### src/rtl/spk_consts.svh
/*
  Register offsets, field positions, reset values and timing figures of the
  speakerphone loop controller.
  Assumes a 50 MHz system clock and an 8 kHz codec sample rate.
*/
`ifndef SPK_CONSTS_SVH
`define SPK_CONSTS_SVH

`define SPK_ADDR_CTRL    4'h0
`define SPK_ADDR_LOOP    4'h1
`define SPK_ADDR_VOL     4'h2
`define SPK_ADDR_STATUS  4'h3
`define SPK_ADDR_QF      4'h4

`define SPK_CTRL_EN      0
`define SPK_CTRL_MODE_LO 1
`define SPK_CTRL_MODE_HI 2
`define SPK_CTRL_TRAIN   3
`define SPK_VOL_LINE_HI  2
`define SPK_VOL_SPK_LO   4
`define SPK_VOL_SPK_HI   7
`define SPK_VOL_SPK_MUTE 8
`define SPK_VOL_MIC_MUTE 9

`define SPK_LOOP_RST     3'h3
`define SPK_MODE_RST     2'h2
`define SPK_LVOL_MAX     3'h4
`define SPK_SVOL_MAX     4'hE
`define SPK_EXTRA_MAX    4'hC
`define SPK_EXTRA_STEP   4'h4

`define SPK_CLK_KHZ      50000
`define SPK_SAMPLE_KHZ   8
`define SPK_TRAIN_MS     16
`define SPK_LEC_MS       23
`define SPK_AEC_MS       10
`define SPK_TONE_MS      1000
`define SPK_STEP_MS      250

`endif

### src/rtl/spk_pkg.sv
/*
  Types shared by the speakerphone loop controller.
  Assumes nothing beyond a SystemVerilog package scope.
*/
package spk_pkg;
  typedef enum logic [1:0] {
    SPK_OFF   = 2'b00,
    SPK_HALF  = 2'b01,
    SPK_TRAIN = 2'b10,
    SPK_FULL  = 2'b11
  } spk_state_t;

  typedef enum logic [1:0] {
    SPK_ADJ_NONE = 2'b00,
    SPK_ADJ_HOLD = 2'b01,
    SPK_ADJ_AUTO = 2'b10,
    SPK_ADJ_RSVD = 2'b11
  } spk_adj_t;
endpackage : spk_pkg
### src/rtl/spk_loop_ctrl.sv
/*
  Speakerphone loop controller: duplex sequencing, line canceller training,
  loop attenuation distribution, tone priority, volume and mute registers.
  Assumes voice detector, tone, canceller status and quality inputs come from
  logic on the same clock, and a host on the plain register port.
*/
// Our own choices: the placing of the registers and the address-and-strobe port.
`timescale 1ns/1ns
`include "spk_consts.svh"

module spk_loop_ctrl #(
  parameter int unsigned CNT_W     = 26,
  parameter int unsigned TRAIN_CYC = `SPK_TRAIN_MS * `SPK_CLK_KHZ,
  parameter int unsigned LEC_CYC   = `SPK_LEC_MS * `SPK_CLK_KHZ,
  parameter int unsigned TONE_CYC  = `SPK_TONE_MS * `SPK_CLK_KHZ,
  parameter int unsigned STEP_CYC  = `SPK_STEP_MS * `SPK_CLK_KHZ
) (
  input  wire logic              clk_i,
  input  wire logic              rst_n_i,
  input  wire logic [3:0]        addr_i,
  input  wire logic [15:0]       wr_data_i,
  input  wire logic              wr_en_i,
  input  wire logic              rd_en_i,
  output logic      [15:0]       rd_data_o,
  input  wire logic              line_talk_i,
  input  wire logic              mic_talk_i,
  input  wire logic              tone_i,
  input  wire logic              abnormal_i,
  input  wire logic              aec_stable_i,
  input  wire logic [7:0]        quality_i,
  output spk_pkg::spk_state_t    state_o,
  output logic                   half_duplex_o,
  output logic                   train_pulse_o,
  output logic                   lec_capture_o,
  output logic                   aec_adapt_o,
  output logic      [5:0]        rx_att_o,
  output logic      [5:0]        tx_att_o,
  output logic      [2:0]        line_vol_o,
  output logic      [3:0]        spk_vol_o,
  output logic                   spk_mute_o,
  output logic                   mic_mute_o,
  output logic      [7:0]        aec_span_o
);
  import spk_pkg::*;

  localparam logic [7:0] AEC_TAPS = 8'(`SPK_AEC_MS * `SPK_SAMPLE_KHZ);
  localparam logic [CNT_W-1:0] TRAIN_END = CNT_W'(TRAIN_CYC - 1);
  localparam logic [CNT_W-1:0] LEC_END   = CNT_W'(LEC_CYC - 1);
  localparam logic [CNT_W-1:0] TONE_END  = CNT_W'(TONE_CYC - 1);
  localparam logic [CNT_W-1:0] STEP_END  = CNT_W'(STEP_CYC - 1);

  //////////////////////////////////////////////////////////////////////////
  spk_state_t       state_r, state_nxt;
  spk_adj_t         mode_r;
  logic             en_r, dir_mic_r, tone_prio_r;
  logic [2:0]       loop_r;
  logic [3:0]       extra_r, extra_nxt;
  logic [7:0]       qf_r;
  logic [CNT_W-1:0] tcnt_r, tone_cnt_r, step_cnt_r;

  // Register decode and host commands.
  wire wr_ctrl  = wr_en_i && (addr_i == `SPK_ADDR_CTRL);
  wire wr_loop  = wr_en_i && (addr_i == `SPK_ADDR_LOOP);
  wire wr_vol   = wr_en_i && (addr_i == `SPK_ADDR_VOL);
  wire train_go = wr_ctrl && wr_data_i[`SPK_CTRL_TRAIN];
  wire [2:0] lvol_w = wr_data_i[`SPK_VOL_LINE_HI:0];
  wire [3:0] svol_w = wr_data_i[`SPK_VOL_SPK_HI:`SPK_VOL_SPK_LO];

  //////////////////////////////////////////////////////////////////////////
  // Duplex sequencing.
  wire train_done = (state_r == SPK_TRAIN) && (tcnt_r == LEC_END);
  wire entering   = (state_r != SPK_TRAIN) && (state_nxt == SPK_TRAIN);

  always_comb begin
    state_nxt = state_r;
    case (state_r)
      SPK_OFF:   if (en_r) state_nxt = SPK_HALF;
      SPK_HALF:  begin
        if (!en_r) state_nxt = SPK_OFF;
        else if (train_go) state_nxt = SPK_TRAIN;
      end
      SPK_TRAIN: begin
        if (!en_r) state_nxt = SPK_OFF;
        else if (train_done) state_nxt = SPK_FULL;
      end
      SPK_FULL:  begin
        if (!en_r) state_nxt = SPK_OFF;
        else if (train_go) state_nxt = SPK_TRAIN;
      end
      default:   state_nxt = SPK_OFF;
    endcase
  end

  always_ff @(posedge clk_i) begin
    if (!rst_n_i) begin
      state_r <= SPK_OFF;
      tcnt_r  <= '0;
    end else begin
      state_r <= state_nxt;
      tcnt_r  <= (state_r == SPK_TRAIN && !entering) ? tcnt_r + 1'b1 : '0;
    end
  end

  wire pulse_nxt = entering ? 1'b1 :
                   (tcnt_r == TRAIN_END || state_nxt != SPK_TRAIN) ? 1'b0 :
                   train_pulse_o;

  //////////////////////////////////////////////////////////////////////////
  // Tone priority and talk direction.
  wire line_v = line_talk_i && !tone_i;
  wire mic_v  = mic_talk_i && !tone_i;
  wire dir_mic_nxt = tone_prio_r ? 1'b0 :
                     (line_v && !mic_v) ? 1'b0 :
                     (mic_v && !line_v) ? 1'b1 : dir_mic_r;
  wire [5:0] total_w = 6'({loop_r, 2'b00}) + 6'(extra_r);
  wire [5:0] rx_nxt  = (state_nxt == SPK_OFF || !dir_mic_nxt) ? 6'h00 : total_w;
  wire [5:0] tx_nxt  = (state_nxt == SPK_OFF) ? 6'h00 : total_w - rx_nxt;

  //////////////////////////////////////////////////////////////////////////
  // Extra loop attenuation and its step-down divider.
  wire adj_on   = (mode_r == SPK_ADJ_HOLD) || (mode_r == SPK_ADJ_AUTO);
  wire step_run = (mode_r == SPK_ADJ_AUTO) && (extra_r != 4'h0) &&
                  !abnormal_i && aec_stable_i;
  wire step_tk  = step_run && (step_cnt_r == STEP_END);

  always_comb begin
    extra_nxt = extra_r;
    if (state_nxt == SPK_OFF || !adj_on)
      extra_nxt = 4'h0;
    else if (state_r == SPK_OFF && mode_r == SPK_ADJ_AUTO)
      extra_nxt = `SPK_EXTRA_MAX;
    else if (abnormal_i)
      extra_nxt = `SPK_EXTRA_MAX;
    else if (mode_r == SPK_ADJ_HOLD)
      extra_nxt = 4'h0;
    else if (step_tk)
      extra_nxt = extra_r - `SPK_EXTRA_STEP;
  end

  //////////////////////////////////////////////////////////////////////////
  // Host registers.
  always_ff @(posedge clk_i) begin
    if (!rst_n_i) begin
      en_r       <= 1'b0;
      mode_r     <= spk_adj_t'(`SPK_MODE_RST);
      loop_r     <= `SPK_LOOP_RST;
      line_vol_o <= 3'h0;
      spk_vol_o  <= 4'h0;
      spk_mute_o <= 1'b0;
      mic_mute_o <= 1'b0;
    end else begin
      if (wr_ctrl) begin
        en_r   <= wr_data_i[`SPK_CTRL_EN];
        mode_r <= spk_adj_t'(wr_data_i[`SPK_CTRL_MODE_HI:`SPK_CTRL_MODE_LO]);
      end
      if (wr_loop) loop_r <= wr_data_i[2:0];
      if (wr_vol) begin
        line_vol_o <= (lvol_w > `SPK_LVOL_MAX) ? `SPK_LVOL_MAX : lvol_w;
        spk_vol_o  <= (svol_w > `SPK_SVOL_MAX) ? `SPK_SVOL_MAX : svol_w;
        spk_mute_o <= wr_data_i[`SPK_VOL_SPK_MUTE];
        mic_mute_o <= wr_data_i[`SPK_VOL_MIC_MUTE];
      end
    end
  end

  //////////////////////////////////////////////////////////////////////////
  // Datapath state and outputs.
  always_ff @(posedge clk_i) begin
    if (!rst_n_i) begin
      tone_cnt_r    <= '0;
      tone_prio_r   <= 1'b0;
      step_cnt_r    <= '0;
      extra_r       <= 4'h0;
      dir_mic_r     <= 1'b0;
      qf_r          <= 8'h00;
      train_pulse_o <= 1'b0;
      half_duplex_o <= 1'b1;
      lec_capture_o <= 1'b0;
      aec_adapt_o   <= 1'b0;
      rx_att_o      <= 6'h00;
      tx_att_o      <= 6'h00;
      aec_span_o    <= 8'h00;
    end else begin
      tone_cnt_r    <= (tone_i && tone_cnt_r != TONE_END) ? tone_cnt_r + 1'b1 :
                       (tone_i ? tone_cnt_r : '0);
      tone_prio_r   <= tone_i && (tone_cnt_r == TONE_END);
      step_cnt_r    <= (step_run && !step_tk) ? step_cnt_r + 1'b1 : '0;
      extra_r       <= extra_nxt;
      dir_mic_r     <= dir_mic_nxt;
      qf_r          <= train_done ? quality_i : qf_r;
      train_pulse_o <= pulse_nxt;
      half_duplex_o <= (state_nxt != SPK_FULL);
      lec_capture_o <= (state_nxt == SPK_TRAIN);
      aec_adapt_o   <= (state_nxt != SPK_OFF) && line_v && !mic_v;
      rx_att_o      <= rx_nxt;
      tx_att_o      <= tx_nxt;
      aec_span_o    <= AEC_TAPS;
    end
  end

  assign state_o       = state_r;

  //////////////////////////////////////////////////////////////////////////
  // Read port: data stand for exactly the cycle after the strobe.
  wire [15:0] rd_mux =
    (addr_i == `SPK_ADDR_CTRL)   ? {12'h000, 1'b0, mode_r, en_r} :
    (addr_i == `SPK_ADDR_LOOP)   ? {13'h0000, loop_r} :
    (addr_i == `SPK_ADDR_VOL)    ? {6'h00, mic_mute_o, spk_mute_o, spk_vol_o,
                                    1'b0, line_vol_o} :
    (addr_i == `SPK_ADDR_STATUS) ? {8'h00, extra_r, tone_prio_r,
                                    train_pulse_o, state_r} :
    (addr_i == `SPK_ADDR_QF)     ? {8'h00, qf_r} : 16'h0000;

  always_ff @(posedge clk_i) begin
    if (!rst_n_i) rd_data_o <= 16'h0000;
    else          rd_data_o <= rd_en_i ? rd_mux : 16'h0000;
  end
endmodule : spk_loop_ctrl

### config.mk
export PLATFORM = sky130hd
export DESIGN_NAME = spk_loop_ctrl
export DESIGN_NICKNAME = d
export VERILOG_FILES = /design/src/rtl/spk_pkg.sv /design/src/rtl/spk_loop_ctrl.sv
export VERILOG_INCLUDE_DIRS = /design/src /design/src/rtl
export SDC_FILE = /design/constraint.sdc
export NUM_CORES = 1
export LEC_CHECK = 0
export BUFFER_PORTS_ARGS = -buffer_cell sky130_fd_sc_hd__clkbuf_2
export CAP_MARGIN = 15
export CORE_MARGIN = 2
export CORE_UTILIZATION = 45
export CTS_CLUSTER_DIAMETER = 40
export DETAILED_ROUTE_END_ITERATION = 10
export PLACE_DENSITY_LB_ADDON = 0.2
export SLEW_MARGIN = 20
export SYNTH_ARGS = -nofsm -noshare
export SYNTH_HDL_FRONTEND = slang
export SYNTH_SLANG_ARGS = --single-unit
### constraint.sdc
create_clock -name clk_i -period 2.48 [get_ports clk_i]
set_input_delay 0.496 -clock clk_i [delete_from_list [all_inputs] [get_ports clk_i]]
set_output_delay 0.496 -clock clk_i [all_outputs]
set_load 0.05 [all_outputs]
== Word-level counts from Yosys, hierarchy flattened ==
Cells that the tools add are included.

* Flip-flop bits (word level): 149
* Logic and storage cells: 132

* $add $sub $neg: 6
* Order comparisons: 2
* Eq/ne operators: 19
* Mux-type cells: 26
* Bitwise gates (word level): 2
* Reduce and logical (&&, ||, !) cells: 50

{| class="wikitable"
|+ Operators with widths
! cell !! count
|-
| $add 26x1->26 const B || 3
|-
| $mux 26 || 2
|-
| $eq 26x20->1 const B || 1
|-
| $eq 26x21->1 const B || 1
|-
| $eq 26x24->1 const B || 1
|-
| $eq 26x26->1 const B || 1
|-
| $ne 26x26->1 const B || 1
|-
| $logic_and 1x1->1 || 21
|-
| $mux 4 || 5
|-
| $mux 8 || 2
|-
| $mux 10 || 1
|-
| $mux 2 || 5
|-
| $reduce_or 5->1 || 2
|-
| $mux 3 || 3
|-
| $eq 2x2->1 const B || 4
|-
| $eq 4x2->1 const B || 2
|-
| $logic_not 1->1 || 8
|-
| $reduce_bool 4->1 || 2
|-
| $mux 7 || 1
|-
| $add 5x4->6 || 1
|-
| $mux 6 || 1
|-
| $ne 2x2->1 const B || 3
|-
| $pmux 2 s3 || 1
|-
| $reduce_and 2->1 || 3
|-
| other kinds (17) || 30
|}

== Longest topological paths before layout ==
* Depth in word-level cells: 11
* Mapped depth: 7

== Worst setup path before layout ==
No wires, ideal clock.

* Kind: reg-to-reg
* Start: register state_r[1], in the netlist state_o[1]
* End: register qf_r[0]
* Library setup time: 116 ps
* Data arrival time: 1793 ps
* Data required time: 2364 ps
* Slack: 571 ps
* Stages on the path, launching flop included: 7
* Buffers on the path: 1
* Clock period less this slack: 1909 ps
* Path through: dfxtp_1 > nor2b_1 > nand4_1 > nor3_2 > buf_4 > mux2i_1 > nor2b_1

* Longest elaborated chain between the ends: 2

{| class="wikitable"
|+ Ends and longest elaborated chain
! item !! line !! source
|-
| start, declared || spk_loop_ctrl.sv:53 || <nowiki>spk_state_t state_r, state_nxt;</nowiki>
|-
| start signal, assigned || spk_loop_ctrl.sv:99 || <nowiki>state_r <= state_nxt;</nowiki>
|-
| $eq 2x2->1 || spk_loop_ctrl.sv:71 || <nowiki>wire train_done = (state_r == SPK_TRAIN) && (tcnt_r == LEC_END);</nowiki>
|-
| $logic_and 1x1->1 || spk_loop_ctrl.sv:71 ||
|-
| end signal, assigned || spk_loop_ctrl.sv:190 || <nowiki>qf_r <= train_done ? quality_i : qf_r;</nowiki>
|-
| end, declared || spk_loop_ctrl.sv:58 || <nowiki>logic [7:0] qf_r;</nowiki>
|}

Every way passes these cells.
A chain may end at the register's enable or synchronous reset.

== Worst setup path after layout ==
* Start: register extra_r[3]
* End: register extra_r[3]

* Longest elaborated chain between the ends: 6
* Elaborated cells between the ends (all ways): 11

{| class="wikitable"
|+ Ends and longest elaborated chain
! item !! line !! source
|-
| start, declared || spk_loop_ctrl.sv:57 || <nowiki>logic [3:0] extra_r, extra_nxt;</nowiki>
|-
| start signal, assigned || spk_loop_ctrl.sv:188 || <nowiki>extra_r <= extra_nxt;</nowiki>
|-
| parallel branches: the longest is 6 deep, another holds $sub 4x3->4 || n/a ||
|}

Several ways; the timed one is not identified. The select of a mux whose other input is x is not followed.

==> results by group <==
Finish
  • Design area: 6890 um^2
  • Fillers: 1181
  • Post-Layout Cell Count: 909
  • Layout cells sized above 1: 16.3%
  • Antenna Cells: 0
  • Synth-to-Final Area Change: 18.1%
  • # nets final: 770

Routing
  • Via density per instance: 5.08
  • 1st-iter DRT viols: 296
  • DRC viols: 0
  • Via count: 4619
  • DRT Wirelength: 12.0 mm
  • DR pass1 iterations: 4
  • DR WL/cell: 13.2 um
  • Antenna viol nets, final: 0

GRT
  • GR Layer Usage met3: 5.72%
  • Global-route wire length before repair: 20.7 mm
  • Met2 GRT Util: 29.7%
  • Vias in the first global route: 4478
  • GRT Util Overall: 18.3%
  • Initial antenna violation count: 0
  • Largest net degree at the start of global routing: 34
  • Busiest grt layer: met2
  • Met1 usage: 23.2%
  • Total congestion overflow: 0

Clocking
  • Cts repair resizes: 0
  • CTS tree: done
  • Worst skew pair latency: 0.42 ns
  • # Post-CTS Setup Buffers: 0
  • H-Tree Depth: 4
  • Hold_buf cts: 0
  • Clk buf depth: 2
  • CTS buffer count: 17
  • CTS sink cnt: 130
  • Root Buffer: clkbuf_16
  • Worst-path clk slew: 0.06 ns

Die
  • Die W: 118 um
  • Cell Rows: 41
  • IO Pins: 88
  • Initial core utilization: 46.2%
  • Die area: 13900 um^2
  • Core area: 12600 um^2
  • Die H: 118 um

Timing
  • Fmax: 0.482 GHz
  • Setup violations, final: 0
  • Relative slew margins: 51.4%
  • Final Skew: 0.0129 ns
  • TNS Setup: 0 ns
  • Minimum clock period: 2.07 ns
  • Period utilisation layout: 83.6%
  • Final Hold Viols: 0
  • Fin worst setup slack: 0.406 ns
  • Unrepaired setup endpoints after global routing: false
  • Slew Viols, Final: 0
  • Worst Tran Pin Value: 0.727 ns

Synthesis
  • Top-count cell post-synth: dfxtp_1
  • Count of cell types in the netlist: 51
  • Synth Warn #: 0
  • Register area share after synthesis: 44.6%
  • Synthesized cell area: 5830 um^2
  • Asr flop ratio synth: 0%
  • Yosys top cell by area: dfxtp_1
  • Synthesized area per cell: 8.89 um^2
  • Largest cells by area after synthesis: dfxtp_1, nor2_1, xor2_1
  • Cells after synthesis: 656
  • Top-area cell type share of the netlist area: 44.6%
  • Top post-synthesis cells by count: dfxtp_1, nor2_1, nand2_1, nand3_1, xor2_1
  • EDFF count, synth: 0
  • Yosys reg bits: 130
  • Dominant synthesized flop cell: dfxtp_1

Hold path
  • Worst hold path class: in -> reg

Worst setup path
  • CP Max Fanout: 4
  • Worst setup SP type: flip-flop
  • Setup CP Type: reg -> reg
  • Crit end category: flip-flop
  • Worst EP required: 2.82 ns
  • Arr. time, crit path: 2.42 ns

Placed design
  • Cell Area, Placed: 6260 um^2
  • RD Place Congestion: 0.844
  • HPWL Detailed: 8.58 mm
  • Worst slack, placed: 0.377 ns
  • Port-buffer cells: 65
  • Placed cells: 877

Power
  • Pwr dens: 710 nW/um^2
  • Leak: 2.52 nW
  • Maximum vdd drop: 690 uV

Job
  • Max cap viols: 0

Outcome
  • Status: complete, no violations
-- kinds of logic after synthesis --
family | count (synthesis) | synth area share [%]
AND/OR/NAND/NOR | 319 | 29.1
flip-flops | 130 | 44.6
AO/OA/AOI/OAI | 63 | 6.46
XOR/XNOR | 60 | 9.01
buffers and inverters | 51 | 4.64
multiplexers | 23 | 4.01
adder cells (fa/ha/maj) | 9 | 2.06
other | 1 | 0.0643
-- worst max-delay path, stage by stage (launching register included) --
cell      delay [ns]
dfxtp_1         0.43
inv_1           0.09
ha_1            0.18
nor4bb_1        0.33
inv_1           0.09
nor4b_2         0.38
mux2_2          0.38
o21ai_1         0.12
-- registers in the layout (all words and copies together), names as in the netlist, 2 cells and up --
signal and cells:
step_cnt_r 26, tcnt_r 26, tone_cnt_r 26, rd_data_o 10, qf_r 8, rx_att_o 4
spk_vol_o 4, tx_att_o 4, line_vol_o 3, loop_r 3, extra_r 2, mode_r 2
state_o 2
-- power by group --
| part | switching [W] | total [W] | leakage (nW) | internal, W |
|---|---|---|---|---|
| Combinational | 0.000131 | 0.000177 | 1.19 | 0.0000457 |
| Sequential | 0.00000649 | 0.00210 | 1.05 | 0.00210 |
| Clock | 0.000906 | 0.00261 | 0.288 | 0.00170 |
-- cell usage in the layout, fill, tap and decap left out, types with 8 or more instances in the layout --
cell       instances
nand2_1           50
ha_1               8
a21oi_1           23
clkbuf_2          65
nor3_1            18
inv_1             13
mux2i_1           20
nor2_1            94
and4_1            10
and3_1            19
clkbuf_16         17
dfxtp_1          130
nand3_1           39
o21ai_0           17
xnor2_1           25
conb_1            16
xor2_1            35
nor2b_1           16
or3_1             11
nand4_1           21
-- per-stage QoR --
step / total power [W] / util [%] / hold slack (ns)
after CTS: 0.00495 / 54.6 / 0.301
final: 0.00489 / 54.6 / 0.301
after global placement: 0.00232 / 49.6 / 0.443
after detailed placement: 0.00233 / 49.6 / 0.454
after floorplan: 0.00229 / - / 0.426
after global routing: 0.00506 / 54.6 / 0.295
-- worst paths after layout --
check                                 from          end  slack (ns)  depth (start not counted)
worst min-delay path            mic_talk_i  aec_adapt_o        0.30                          2
worst max register to register  extra_r[3]   extra_r[3]        0.41                          7
worst min register to register   tcnt_r[0]    tcnt_r[0]        0.46                          1
worst max-delay path            extra_r[3]   extra_r[3]        0.41                          7
-- routing by layer --
| metal | vias to the layer above | wire (um) |
|---|---|---|
| met5 | - | 0 |
| met4 | 0 | 144 |
| met3 | 14 | 484 |
| met2 | 85 | 5720 |
| met1 | 2132 | 5690 |
| li1 | 2388 | - |
-- cell type report --
| type | instances | area (um^2) | area share, % |
|---|---|---|---|
| multi-input combinational | 490 | 3010 | 43.8 |
| tap | 172 | 215 | 3.13 |
| clock buffer | 19 | 443 | 6.43 |
| sequential | 130 | 2600 | 37.8 |
| timing repair buffer | 72 | 378 | 5.49 |
| inverter | 13 | 48.8 | 0.709 |
| clock inverter | 13 | 184 | 2.67 |
(Power assumes the default switching activity.)
